**src/safe_speed_defs.svh**
```systemverilog
// timing and reset constants for the safe speed fault handler
// Operation
// - input discrepancy under limited speed stays inside that function, no error flag.
// - safety error bit stays cleared on such a discrepancy.
// - discrepancy alarm raised only after the tolerance time expires.
// - after the alarm, limited speed stays active and the motor keeps running.
// - discrepant input evaluates to zero until fail-safe acknowledge or power cycle.
// - torque-off or controlled-stop pulse 1-0-1 also acknowledges, and stops the drive.
// - speed violation under limited speed triggers configured immediate or ramped stop.
// - internal event acknowledged by 0-1-0 on control word bit 7 or input.
// - 1-0-1 on torque-off bit 0 or controlled-stop bit 1 also acknowledges.
// - speed threshold monitor has no external select input.
// - threshold monitor active only if extended functions enabled and limit above zero.
// - speed-below-limit flag is zero after power-up.
// - with motor on, flag shows whether load speed is below the limit.
// - inactive threshold monitor imposes no run command conditions.
// - no run within 5 s: return to torque-off, ignore run, raise alarm.
`ifndef SAFE_SPEED_DEFS_SVH
`define SAFE_SPEED_DEFS_SVH
`define CLK_PERIOD_NS 10
`define RUN_WINDOW_MS 5000
`define RUN_WINDOW_CYCLES (`RUN_WINDOW_MS * (1000000 / `CLK_PERIOD_NS))
`define TOL_TIME_US 500
`define TOL_CYCLES ((`TOL_TIME_US * 1000) / `CLK_PERIOD_NS)
`define RAMP_TIME_US 1000
`define RAMP_CYCLES ((`RAMP_TIME_US * 1000) / `CLK_PERIOD_NS)
`define SPEED_FLAG_RESET 1'b0
`define CW_TORQUE_OFF_BIT 0
`define CW_CTRL_STOP_BIT 1
`define CW_ACK_BIT 7
`endif

```
**src/safe_speed_pkg.sv**
```systemverilog
// types for the safe speed fault handler
package safe_speed_pkg;
	typedef enum logic [1:0] {
		STOP_IMMEDIATE,
		STOP_RAMPED
	} stop_cat_e;
	typedef enum logic [1:0] {
		DRV_RUN,
		DRV_RAMP,
		DRV_TORQUE_OFF
	} drive_state_e;
endpackage : safe_speed_pkg

```
**src/discrepancy_channel.sv**
```systemverilog
// two-channel fail-safe input evaluation with tolerance timing and latch
`include "safe_speed_defs.svh"
`timescale 1ns/1ps
module discrepancy_channel #(
	parameter int TOL_CYCLES = `TOL_CYCLES
) (
	input wire logic clk_sys_i,
	input wire logic sys_rst_i,
	input wire logic ch_a_i,
	input wire logic ch_b_i,
	input wire logic ack_i,
	output logic value_o,
	output logic alarm_o
);
	localparam int CW = $clog2(TOL_CYCLES + 1);
	initial begin
		if (TOL_CYCLES < 1) $error("tolerance must be at least one cycle");
	end
	logic [1:0] sync_a;
	logic [1:0] sync_b;
	logic [CW-1:0] cnt;
	logic latched;
	logic [CW-1:0] next_cnt;
	logic next_latched;
	logic next_value;
	logic disagree;
	always_comb begin
		disagree = sync_a[1] ^ sync_b[1];
		next_cnt = '0;
		next_latched = latched;
		if (disagree && !latched) begin
			if (cnt == CW'(TOL_CYCLES - 1)) begin
				next_latched = 1'b1;
			end else begin
				next_cnt = cnt + CW'(1);
			end
		end
		if (ack_i && !disagree) begin
			next_latched = 1'b0;
		end
		// a latched or still-disagreeing input evaluates safe
		next_value = (latched || next_latched || disagree) ? 1'b0 : sync_a[1];
	end
	always_ff @(posedge clk_sys_i) begin
		if (sys_rst_i) begin
			sync_a <= 2'h0;
			sync_b <= 2'h0;
			cnt <= '0;
			latched <= 1'b0;
			value_o <= 1'b0;
			alarm_o <= 1'b0;
		end else begin
			sync_a <= {sync_a[0], ch_a_i};
			sync_b <= {sync_b[0], ch_b_i};
			cnt <= next_cnt;
			latched <= next_latched;
			value_o <= next_value;
			alarm_o <= next_latched;
		end
	end
endmodule : discrepancy_channel

```
**src/pulse_ack_detect.sv**
```systemverilog
// detects a 0-1-0 (or inverted 1-0-1) pulse on one line
`timescale 1ns/1ps
module pulse_ack_detect #(
	parameter bit IDLE_LEVEL = 1'b0
) (
	input wire logic clk_sys_i,
	input wire logic sys_rst_i,
	input wire logic level_i,
	output logic pulse_o
);
	logic armed;
	logic prev;
	logic next_armed;
	logic next_prev;
	always_comb begin
		next_prev = level_i;
		next_armed = armed;
		pulse_o = 1'b0;
		if (prev == IDLE_LEVEL && level_i != IDLE_LEVEL) begin
			next_armed = 1'b1;
		end else if (armed && prev != IDLE_LEVEL && level_i == IDLE_LEVEL) begin
			next_armed = 1'b0;
			pulse_o = 1'b1;
		end
	end
	always_ff @(posedge clk_sys_i) begin
		if (sys_rst_i) begin
			armed <= 1'b0;
			prev <= IDLE_LEVEL;
		end else begin
			armed <= next_armed;
			prev <= next_prev;
		end
	end
endmodule : pulse_ack_detect

```
**src/safe_speed_fault_handler.sv**
```systemverilog
// limited speed fault handling, stop responses and speed threshold monitor
`include "safe_speed_defs.svh"
`timescale 1ns/1ps
module safe_speed_fault_handler
	import safe_speed_pkg::*;
#(
	parameter int SPEED_W = 16,
	parameter int TOL_CYCLES = `TOL_CYCLES,
	parameter int RAMP_CYCLES = `RAMP_CYCLES,
	parameter int RUN_WINDOW_CYCLES = `RUN_WINDOW_CYCLES
) (
	input wire logic clk_sys_i,
	input wire logic sys_rst_i,
	input wire logic [7:0] control_word_i,
	input wire logic ack_in_a_i,
	input wire logic ack_in_b_i,
	input wire logic lsd_in_a_i,
	input wire logic lsd_in_b_i,
	input wire logic run_command_i,
	input wire logic standard_ack_i,
	input wire logic ext_functions_en_i,
	input wire logic ramped_stop_cfg_i,
	input wire logic [SPEED_W-1:0] load_speed_i,
	input wire logic [SPEED_W-1:0] limit_speed_i,
	input wire logic [SPEED_W-1:0] monitor_speed_i,
	input wire logic speed_violation_i,
	output logic limited_speed_active_flag_o,
	output logic internal_event_flag_o,
	output logic safety_error_o,
	output logic discrepancy_alarm_o,
	output logic torque_off_active_flag_o,
	output logic ramp_stop_o,
	output logic run_enable_o,
	output logic run_timeout_alarm_o,
	output logic speed_threshold_active_o,
	output logic speed_below_limit_flag_o
);
	localparam int RCW = $clog2(RAMP_CYCLES + 1);
	localparam int WCW = $clog2(RUN_WINDOW_CYCLES + 1);
	initial begin
		if (SPEED_W < 2) $error("speed width too small");
		if (RAMP_CYCLES < 1 || RUN_WINDOW_CYCLES < 1) $error("timing counts must be positive");
		if (TOL_CYCLES < 1) $error("tolerance must be at least one cycle");
	end

	logic [2:0] cw_s1;
	logic [2:0] cw_s2;
	logic run_s1;
	logic run_s2;
	logic sack_s1;
	logic sack_s2;

	// control word bits, run command and standard ack come from outside this clock: two stages each
	always_ff @(posedge clk_sys_i) begin
		if (sys_rst_i) begin
			cw_s1 <= 3'h3;
			cw_s2 <= 3'h3;
			run_s1 <= 1'b0;
			run_s2 <= 1'b0;
			sack_s1 <= 1'b0;
			sack_s2 <= 1'b0;
		end else begin
			cw_s1 <= {control_word_i[`CW_ACK_BIT], control_word_i[`CW_CTRL_STOP_BIT],
				control_word_i[`CW_TORQUE_OFF_BIT]};
			cw_s2 <= cw_s1;
			run_s1 <= run_command_i;
			run_s2 <= run_s1;
			sack_s1 <= standard_ack_i;
			sack_s2 <= sack_s1;
		end
	end

	logic ack_pin_value;
	logic lsd_value;
	logic ack_disc_alarm;
	logic lsd_disc_alarm;
	logic fs_ack;
	logic [2:0] ack_pulse;
	logic failsafe_ack_pulse;
	logic torque_off_pulse;
	logic ctrl_stop_pulse;
	logic any_ack;
	logic stop_ack;

	// channel synchronisers live inside each channel
	discrepancy_channel #(.TOL_CYCLES(TOL_CYCLES)) u_ack_ch (
		.clk_sys_i(clk_sys_i),
		.sys_rst_i(sys_rst_i),
		.ch_a_i(ack_in_a_i),
		.ch_b_i(ack_in_b_i),
		.ack_i(fs_ack),
		.value_o(ack_pin_value),
		.alarm_o(ack_disc_alarm)
	);
	discrepancy_channel #(.TOL_CYCLES(TOL_CYCLES)) u_lsd_ch (
		.clk_sys_i(clk_sys_i),
		.sys_rst_i(sys_rst_i),
		.ch_a_i(lsd_in_a_i),
		.ch_b_i(lsd_in_b_i),
		.ack_i(fs_ack),
		.value_o(lsd_value),
		.alarm_o(lsd_disc_alarm)
	);

	logic [2:0] ack_src;
	assign ack_src = {cw_s2[2] | ack_pin_value, cw_s2[1], cw_s2[0]};

	genvar gi;
	generate
		for (gi = 0; gi < 3; gi++) begin : g_ack
			pulse_ack_detect #(.IDLE_LEVEL(gi == 2 ? 1'b0 : 1'b1)) u_det (
				.clk_sys_i(clk_sys_i),
				.sys_rst_i(sys_rst_i),
				.level_i(ack_src[gi]),
				.pulse_o(ack_pulse[gi])
			);
		end
	endgenerate

	assign failsafe_ack_pulse = ack_pulse[2];
	assign torque_off_pulse = ack_pulse[0];
	assign ctrl_stop_pulse = ack_pulse[1];
	assign stop_ack = torque_off_pulse | ctrl_stop_pulse;
	assign any_ack = failsafe_ack_pulse | stop_ack;
	assign fs_ack = any_ack;

	// limited speed runs while not deselected; the discrepant input reads zero
	logic lsd_active;
	assign lsd_active = !lsd_value;
	// discrepancy never feeds the error bit: it is not an internal event
	assign safety_error_o = internal_event_flag_o;

	drive_state_e state;
	drive_state_e next_state;
	logic [RCW-1:0] ramp_cnt;
	logic [RCW-1:0] next_ramp_cnt;
	logic [WCW-1:0] win_cnt;
	logic [WCW-1:0] next_win_cnt;
	logic win_open;
	logic next_win_open;
	logic event_flag;
	logic next_event_flag;
	logic ack_pending;
	logic next_ack_pending;
	logic timeout;
	logic next_timeout;
	logic to_sel_prev;
	logic to_sel_now;

	// either selection bit low asks for torque off
	function automatic logic stop_selected(input logic [2:0] sel);
		return !sel[0] || !sel[1];
	endfunction : stop_selected

	assign to_sel_now = stop_selected(cw_s2);

	always_comb begin
		next_state = state;
		next_ramp_cnt = ramp_cnt;
		next_win_cnt = win_cnt;
		next_win_open = win_open;
		next_event_flag = event_flag;
		next_ack_pending = ack_pending;
		next_timeout = timeout;
		if (any_ack && event_flag) begin
			next_ack_pending = 1'b1;
		end
		if (ack_pending && sack_s2 && !run_s2) begin
			next_event_flag = 1'b0;
			next_ack_pending = 1'b0;
		end
		// violation wins over a clearing acknowledgment in the same cycle
		if (speed_violation_i && lsd_active) begin
			next_event_flag = 1'b1;
			next_ack_pending = 1'b0;
		end
		unique case (state)
			DRV_RUN: begin
				if (speed_violation_i && lsd_active) begin
					if (ramped_stop_cfg_i) begin
						next_state = DRV_RAMP;
						next_ramp_cnt = '0;
					end else begin
						next_state = DRV_TORQUE_OFF;
					end
				end else if (stop_ack || to_sel_now) begin
					next_state = DRV_TORQUE_OFF;
				end
			end
			DRV_RAMP: begin
				if (ramp_cnt == RCW'(RAMP_CYCLES - 1)) begin
					next_state = DRV_TORQUE_OFF;
				end else begin
					next_ramp_cnt = ramp_cnt + RCW'(1);
				end
			end
			DRV_TORQUE_OFF: begin
				if (!next_event_flag && !to_sel_now && run_s2 && win_open) begin
					next_state = DRV_RUN;
					next_win_open = 1'b0;
				end
			end
			default: begin
				next_state = DRV_TORQUE_OFF;
			end
		endcase
		// run window opens when torque-off selection is released
		if (state == DRV_TORQUE_OFF && to_sel_prev && !to_sel_now) begin
			next_win_open = 1'b1;
			next_win_cnt = '0;
			next_timeout = 1'b0;
		end else if (win_open && next_state == DRV_TORQUE_OFF) begin
			if (win_cnt == WCW'(RUN_WINDOW_CYCLES - 1)) begin
				next_win_open = 1'b0;
				next_timeout = 1'b1;
			end else begin
				next_win_cnt = win_cnt + WCW'(1);
			end
		end
	end

	always_ff @(posedge clk_sys_i) begin
		if (sys_rst_i) begin
			state <= DRV_TORQUE_OFF;
			ramp_cnt <= '0;
			win_cnt <= '0;
			win_open <= 1'b0;
			event_flag <= 1'b0;
			ack_pending <= 1'b0;
			timeout <= 1'b0;
			// idle is deselected, so leaving reset opens no run window
			to_sel_prev <= 1'b0;
		end else begin
			state <= next_state;
			ramp_cnt <= next_ramp_cnt;
			win_cnt <= next_win_cnt;
			win_open <= next_win_open;
			event_flag <= next_event_flag;
			ack_pending <= next_ack_pending;
			timeout <= next_timeout;
			to_sel_prev <= to_sel_now;
		end
	end

	// speed threshold monitor: configuration only, no select input
	logic ssm_active;
	logic speed_below;
	logic next_speed_below;
	assign ssm_active = ext_functions_en_i && (monitor_speed_i != '0);

	always_comb begin
		next_speed_below = speed_below;
		if (!ssm_active) begin
			next_speed_below = `SPEED_FLAG_RESET;
		end else if (state == DRV_RUN) begin
			next_speed_below = load_speed_i < monitor_speed_i;
		end
	end

	logic next_limited_active;
	logic next_torque_off;
	logic next_ramp_stop;
	logic next_run_enable;
	logic next_thr_active;
	logic next_disc_alarm;

	// state flags decode the next state so they change together with it; the others register their sources
	always_comb begin
		// discrepancy alone keeps limited speed and the drive running
		next_limited_active = lsd_active;
		next_torque_off = next_state == DRV_TORQUE_OFF;
		next_ramp_stop = next_state == DRV_RAMP;
		// threshold monitor state never gates run enable
		next_run_enable = next_state == DRV_RUN;
		next_thr_active = ssm_active;
		next_disc_alarm = ack_disc_alarm | lsd_disc_alarm;
	end

	always_ff @(posedge clk_sys_i) begin
		if (sys_rst_i) begin
			speed_below <= `SPEED_FLAG_RESET;
			limited_speed_active_flag_o <= 1'b0;
			internal_event_flag_o <= 1'b0;
			discrepancy_alarm_o <= 1'b0;
			torque_off_active_flag_o <= 1'b1;
			ramp_stop_o <= 1'b0;
			run_enable_o <= 1'b0;
			run_timeout_alarm_o <= 1'b0;
			speed_threshold_active_o <= 1'b0;
		end else begin
			speed_below <= next_speed_below;
			limited_speed_active_flag_o <= next_limited_active;
			internal_event_flag_o <= next_event_flag;
			discrepancy_alarm_o <= next_disc_alarm;
			torque_off_active_flag_o <= next_torque_off;
			ramp_stop_o <= next_ramp_stop;
			run_enable_o <= next_run_enable;
			run_timeout_alarm_o <= next_timeout;
			speed_threshold_active_o <= next_thr_active;
		end
	end
	assign speed_below_limit_flag_o = speed_below;
	// limit_speed_i is the violation reference for the external motion monitor
	logic unused_limit;
	assign unused_limit = ^limit_speed_i;
endmodule : safe_speed_fault_handler

```
**config.mk**
```make
export PLATFORM = sky130hd
export DESIGN_NAME = safe_speed_fault_handler
export DESIGN_NICKNAME = d
export VERILOG_FILES = /design/src/safe_speed_pkg.sv /design/src/discrepancy_channel.sv /design/src/pulse_ack_detect.sv /design/src/safe_speed_fault_handler.sv
export VERILOG_INCLUDE_DIRS = /design/src
export SDC_FILE = /design/constraint.sdc
export NUM_CORES = 1
export LEC_CHECK = 0
export BUFFER_PORTS_ARGS = -buffer_cell sky130_fd_sc_hd__buf_2
export CORE_ASPECT_RATIO = 1.1
export CORE_MARGIN = 2
export CORE_UTILIZATION = 50
export DETAILED_ROUTE_END_ITERATION = 8
export PLACE_DENSITY_LB_ADDON = 0.3
export SLEW_MARGIN = 10
export SYNTH_ARGS = -nofsm -noshare
export SYNTH_HDL_FRONTEND = slang
export SYNTH_SLANG_ARGS = --single-unit
export TNS_END_PERCENT = 30
```
**constraint.sdc**
```tcl
create_clock -name clk_sys_i -period 4 [get_ports clk_sys_i]
set_input_delay 0.2 -clock clk_sys_i [delete_from_list [all_inputs] [get_ports clk_sys_i]]
set_output_delay 0.2 -clock clk_sys_i [all_outputs]
set_load 0.03 [all_outputs]
```
== Yosys cells after proc, flatten, opt, wreduce, memory -nomap -nowiden ==
Index checks and enable logic that the tools add are counted.
Widths: inputs -> output; s select.

* Bits in latches: 0
* Bits in writable memories: 0
* Output and inout port bits: 10
* Memories kept: 0
* Memory bits (read-only): 0
* Input bits: 67
* Register bits: 120

* Multiplexer cells: 35
* $mul: 0
* Bitwise operators: 16
* Divide/modulo/power cells: 0
* Order comparisons: 1
* Shift operators: 0
* Add/subtract/negate cells: 4
* Reductions and logical operators: 57
* Eq/ne operators: 11

{| class="wikitable"
|+ Operators with widths
! cell !! number
|-
| $mux 17 || 3
|-
| $pmux 17 s2 || 1
|-
| $add 16x1->16 const B || 2
|-
| $eq 16x16->1 const B || 2
|-
| $add 29x1->29 const B || 1
|-
| $eq 29x29->1 const B || 1
|-
| $mux 1 || 25
|-
| $logic_and 1x1->1 || 24
|-
| $add 17x1->17 const B || 1
|-
| $eq 17x17->1 const B || 1
|-
| $lt 16x16->1 || 1
|-
| $reduce_bool 16->1 || 1
|-
| $logic_not 1->1 || 10
|-
| $mux 2 || 5
|-
| $not 1->1 || 10
|-
| $reduce_or 3->1 || 3
|-
| $reduce_bool 2->1 || 4
|-
| $reduce_or 2->1 || 4
|-
| $logic_or 1x1->1 || 6
|-
| $ne 2x2->1 const B || 3
|-
| $pmux 2 s3 || 1
|-
| $eq 2x1->1 const B || 2
|-
| $eq 2x2->1 const B || 2
|-
| $logic_not 2->1 || 2
|-
| 4 further kinds || 9
|}

== Longest topological paths before layout ==
* Word-level depth: 14
* Gate-level depth with buffers: 10
* Gate-level depth less buffers: 8

== Modules after synthesis ==
From an unflattened synthesis, not the netlist that was laid out.

* Cells, all modules: 628
* Area total of the unflattened synthesis: 5567.8 um^2

{| class="wikitable"
|+ By module, submodules not included
! module !! times used !! area an instance (um^2) !! cells each
|-
| safe_speed_fault_handler || 1 || 3509.6 || 406
|-
| discrepancy_channel || 2 || 903.4 || 99
|-
| pulse_ack_detect (g_ack[0].u_det ...) || 2 || 80.1 || 8
|-
| pulse_ack_detect (g_ack[2].u_det) || 1 || 91.3 || 8
|}

== Worst setup path after synthesis ==
OpenSTA, ideal clock, no wires.

* Path type: flip-flop to flip-flop
* From: register win_cnt[0]
* To: register win_cnt[4]
* Slack: 1.647 ns
* Stages on the path, launching flop included: 9
* Clock period less this slack: 2.353 ns
* Arrival time: 2.237 ns
* Library setup time: 0.116 ns
* Cell sequence: dfxtp_1 -> ha_1 -> nand4_1 -> or2_1 -> or4_1 -> nor4b_2 -> buf_2 -> buf_4 -> a41o_1

* Longest elaborated chain between the ends: 3
* Elaborated cells between the ends (all ways): 4

{| class="wikitable"
|+ Ends and longest elaborated chain
! element !! RTL line !! text
|-
| start, declared || safe_speed_fault_handler.sv:137 || <nowiki>logic [WCW-1:0] win_cnt;</nowiki>
|-
| start signal, assigned || safe_speed_fault_handler.sv:236 || <nowiki>win_cnt <= next_win_cnt;</nowiki>
|-
| parallel branches: the longest is 3 deep, another holds $add 29x1->29 || -- ||
|}

Several ways; the timed one is not identified.
A chain may end at the register's enable or synchronous reset.

== Worst setup path after layout ==
* From: register ramp_cnt[0]
* To: register win_cnt[24]

* Longest elaborated chain between the ends: 6

{| class="wikitable"
|+ Ends and longest elaborated chain
! element !! RTL line !! text
|-
| start, declared || safe_speed_fault_handler.sv:135 || <nowiki>logic [RCW-1:0] ramp_cnt;</nowiki>
|-
| start signal, assigned || safe_speed_fault_handler.sv:235 || <nowiki>ramp_cnt <= next_ramp_cnt;</nowiki>
|-
| $eq 17x17->1 || safe_speed_fault_handler.sv:191 || <nowiki>if (ramp_cnt == RCW'(RAMP_CYCLES - 1)) begin</nowiki>
|-
| $mux 2 || safe_speed_fault_handler.sv:191 ||
|-
| $pmux 2 s3 || safe_speed_fault_handler.sv:177 || <nowiki>unique case (state)</nowiki>
|-
| $eq 2x2->1 || safe_speed_fault_handler.sv:212 || <nowiki>end else if (win_open && next_state == DRV_TORQUE_OFF) begin</nowiki>
|-
| $logic_and 1x1->1 || safe_speed_fault_handler.sv:212 ||
|-
| $reduce_and 2->1 (no source line) || -- ||
|}

No other way between the ends.

==> metrics.cfg <==
[status]
status = completed

[yosys]
syn_inst = 646
async_flop_share = 0
synth_top_cell_area_share = 0.436
synthFlopType = dfxtp_1
synth_nets = 732
synth.distinct_cells = 57
synth_edf_count = 0
synth.area.top_cells = dfxtp_1, nor2_1, ha_1
synthMostInstantiatedCell = dfxtp_1
avgSynthCellArea_sq_um = 8.52
synth_common_cells = dfxtp_1, nor2_1, nand2_1
synth_seq_area_share = 0.436
netlist_area_sq_mm = 0.00551
yosysTopAreaCell = dfxtp_1
ys_warn_count = 0
synth_seq_cells = 120

[power]
peakVddDrop_v = 0.000273
pwr-share-comb = 0.046
clkPwrFrac = 0.517
p_int_mw = 2.21
seqPwrFrac = 0.437
power.density_mw_per_mm2 = 431
leakagePower_nw = 2.55
switching_share = 0.210
p_sw_mw = 0.587

[clocking]
cts_tree = done
clk_transition_reported_paths_ns = 0.05
clk_latency_ns = 0.41
cts_buffers = 17
cts_max_level = 4
clockRootBuffer = clkbuf_16
cts.sinks = 120
cts_buffer_depth = 2

[job]
drv_cap = 0

[cells_and_area]
final_nets = 791
seqCellArea_sq_mm = 0.00240
final.fill_count = 974
synthToLayoutAreaGrowth_pct = 18.0
drive_gt1_frac = 0.138
antenna_cells = 0
multi_input_area_sq_mm = 0.00290
stdcell_count = 864
post-route-util = 0.601

[timing]
fmax_mhz = 359
setup_ws_ns = 1.22
min_period_over_period = 0.696
hold_viol_final = 0
timing.final.crit_period_ns = 2.78
setup_tns_ns = 0
setup_viol = 0
relSlewSlack = 0.238
tightest_slew_ns = 1.14
finalMaxSlewViolations = 0
finClkSkew_ns = 0.00647
holdWs_ns = 0.00914
rsz0062_at_grt = false

[global_route]
grt_pass1_vias = 4608
grt_pass1_wl_um = 19500
grt_usage = 0.200
antenna_found_initial = 0
grt_overflow_total = 0
grt_start_max_net_pins = 46

[drt]
drc = 0
num_vias = 4602
avgRoutedWirePerCell_um = 13.0
routed_via_density = 5.33
wirelength_um = 11200
drt_pass1_iterations = 4
drt_iter0_drc = 241
ant_nets = 0

[floorplanning]
ios = 77
die_h_um = 114
die_area_sq_mm = 0.0119
die_x_um = 104
rows = 40
design.core.area_sq_mm = 0.0108
initial_core_util = 0.509

[worst_setup_path]
end_kind = register
worstPathRequired_ns = 4.32
cp_max_fo = 27
critPathLaunchType = register
criticalPathCategory = reg2reg
arrival_ns = 3.10

[min_path]
hold_class = in2reg

[placement]
portBuffers = 55
hpwl_um = 7780
dp.cells = 828
pre_cts_ws_ns = 1.26
routabilityCongestion = 0.842

[logic make-up (layout without fill, tap and decap cells)]
| family | count (synthesis) | count (layout) | share of synthesized area |
|---|---|---|---|
| xor+xnor | 52 | 52 | 0.0827 |
| simple gates | 332 | 332 | 0.309 |
| flops | 120 | 120 | 0.436 |
| buf+inv | 50 | 121 | 0.0370 |
| compound gates | 64 | 64 | 0.0755 |
| fa+ha+maj | 20 | 20 | 0.0450 |
| mux | 8 | 8 | 0.0145 |
[final cells by class]
class,instances,area share
Tap cell,147,0.0283
Clock inverter,8,0.0150
Timing Repair Buffer,62,0.0524
Inverter,28,0.0162
Sequential cell,120,0.370
Multi-Input combinational cell,476,0.446
Clock buffer,23,0.0720
[per-layer routing]
layer / track usage / vias up / routed length, um
met5: 0 / - / 0
met4: 0.0874 / 0 / 200
met3: 0.0501 / 19 / 476
met2: 0.361 / 100 / 5440
met1: 0.223 / 2145 / 5100
li1: - / 2338 / -
[power groups by stage]
stage | clock network, mW | logic, mW | registers (mW)
final | 1.45 | 0.129 | 1.22
after CTS | 1.47 | 0.131 | 1.22
after floorplan | 0 | 0.0784 | 1.25
after global routing | 1.52 | 0.146 | 1.22
after detailed placement | 0 | 0.126 | 1.25
after global placement | 0 | 0.120 | 1.25
[worst max-delay path, stage by stage (launching register included)]
cell and delay, ns:
dfxtp_1 0.39, ha_1 0.36, and3b_1 0.22, and3_1 0.19, a21oi_2 0.28, or4_1 0.75
or3_1 0.36, a21oi_1 0.15
[path summary, 6_finish.rpt]
| path | from | endpoint | slack, ns | depth (start not counted) |
|---|---|---|---|---|
| hold / removal | ack_in_b_i | u_ack_ch.sync_b[0]$_SDFF_PP0_ | 0.009 | 2 |
| setup / recovery | ramp_cnt[0]$_SDFFE_PP0P_ | win_cnt[24]$_SDFFE_PP0P_ | 1.22 | 7 |
| setup reg to reg | ramp_cnt[0]$_SDFFE_PP0P_ | win_cnt[24]$_SDFFE_PP0P_ | 1.22 | 7 |
| hold reg to reg | cw_s1[1]$_SDFF_PP1_ | cw_s2[1]$_SDFF_PP1_ | 0.41 | 1 |
[layout by cell type, fill, tap and decap left out, types with 4 or more instances in the layout]
| cell | Yosys | routed |
|---|---|---|
| or3_1 | 10 | 10 |
| nand2_1 | 63 | 63 |
| inv_1 | 28 | 28 |
| clkbuf_16 | 0 | 17 |
| or4_1 | 4 | 4 |
| dfxtp_1 | 120 | 120 |
| nor2b_1 | 21 | 21 |
| nand3_1 | 28 | 28 |
| nor4_1 | 9 | 9 |
| a21oi_1 | 22 | 22 |
| a21o_1 | 4 | 4 |
| xor2_1 | 26 | 26 |
| nand4_1 | 23 | 23 |
| and4_1 | 4 | 4 |
| nand2b_1 | 12 | 12 |
| clkbuf_1 | 14 | 4 |
| o21ai_0 | 13 | 13 |
| ha_1 | 19 | 19 |
| dlygate4sd3_1 | 0 | 5 |
| mux2i_1 | 8 | 8 |
| and3_1 | 16 | 16 |
| or2_2 | 7 | 7 |
| nor2_1 | 99 | 99 |
| xnor2_1 | 26 | 26 |
| nor3_1 | 15 | 15 |
| buf_2 | 4 | 55 |
[metrics by stage]
step	power, mW	cell area, sq um
2_1_floorplan	1.33	5510
3_3_place_gp	1.37	5880
3_5_place_dp	1.37	5880
4_1_cts	2.82	6500
5_1_grt	2.89	6500
6_report	2.80	6500
[timing repair]
item / in CTS / in global routing
buffers inserted: 0 / 0
resized for setup: 0 / 0
hold buffers: 5 / 0
hold endpoints to repair: 5 / 0
[state kept, by name (all words and copies together), names as in the netlist, 2 cells and up]
signal / cells
u_lsd_ch.sync_b: 2
g_ack.u_det.prev: 3
g_ack.u_det.armed: 3
u_ack_ch.sync_b: 2
win_cnt: 29
cw_s2: 3
u_ack_ch.sync_a: 2
ramp_cnt: 17
state: 2
cw_s1: 3
u_ack_ch.cnt: 16
u_lsd_ch.sync_a: 2
u_lsd_ch.cnt: 16
No activity file was read; power rests on OpenSTA's default activity.
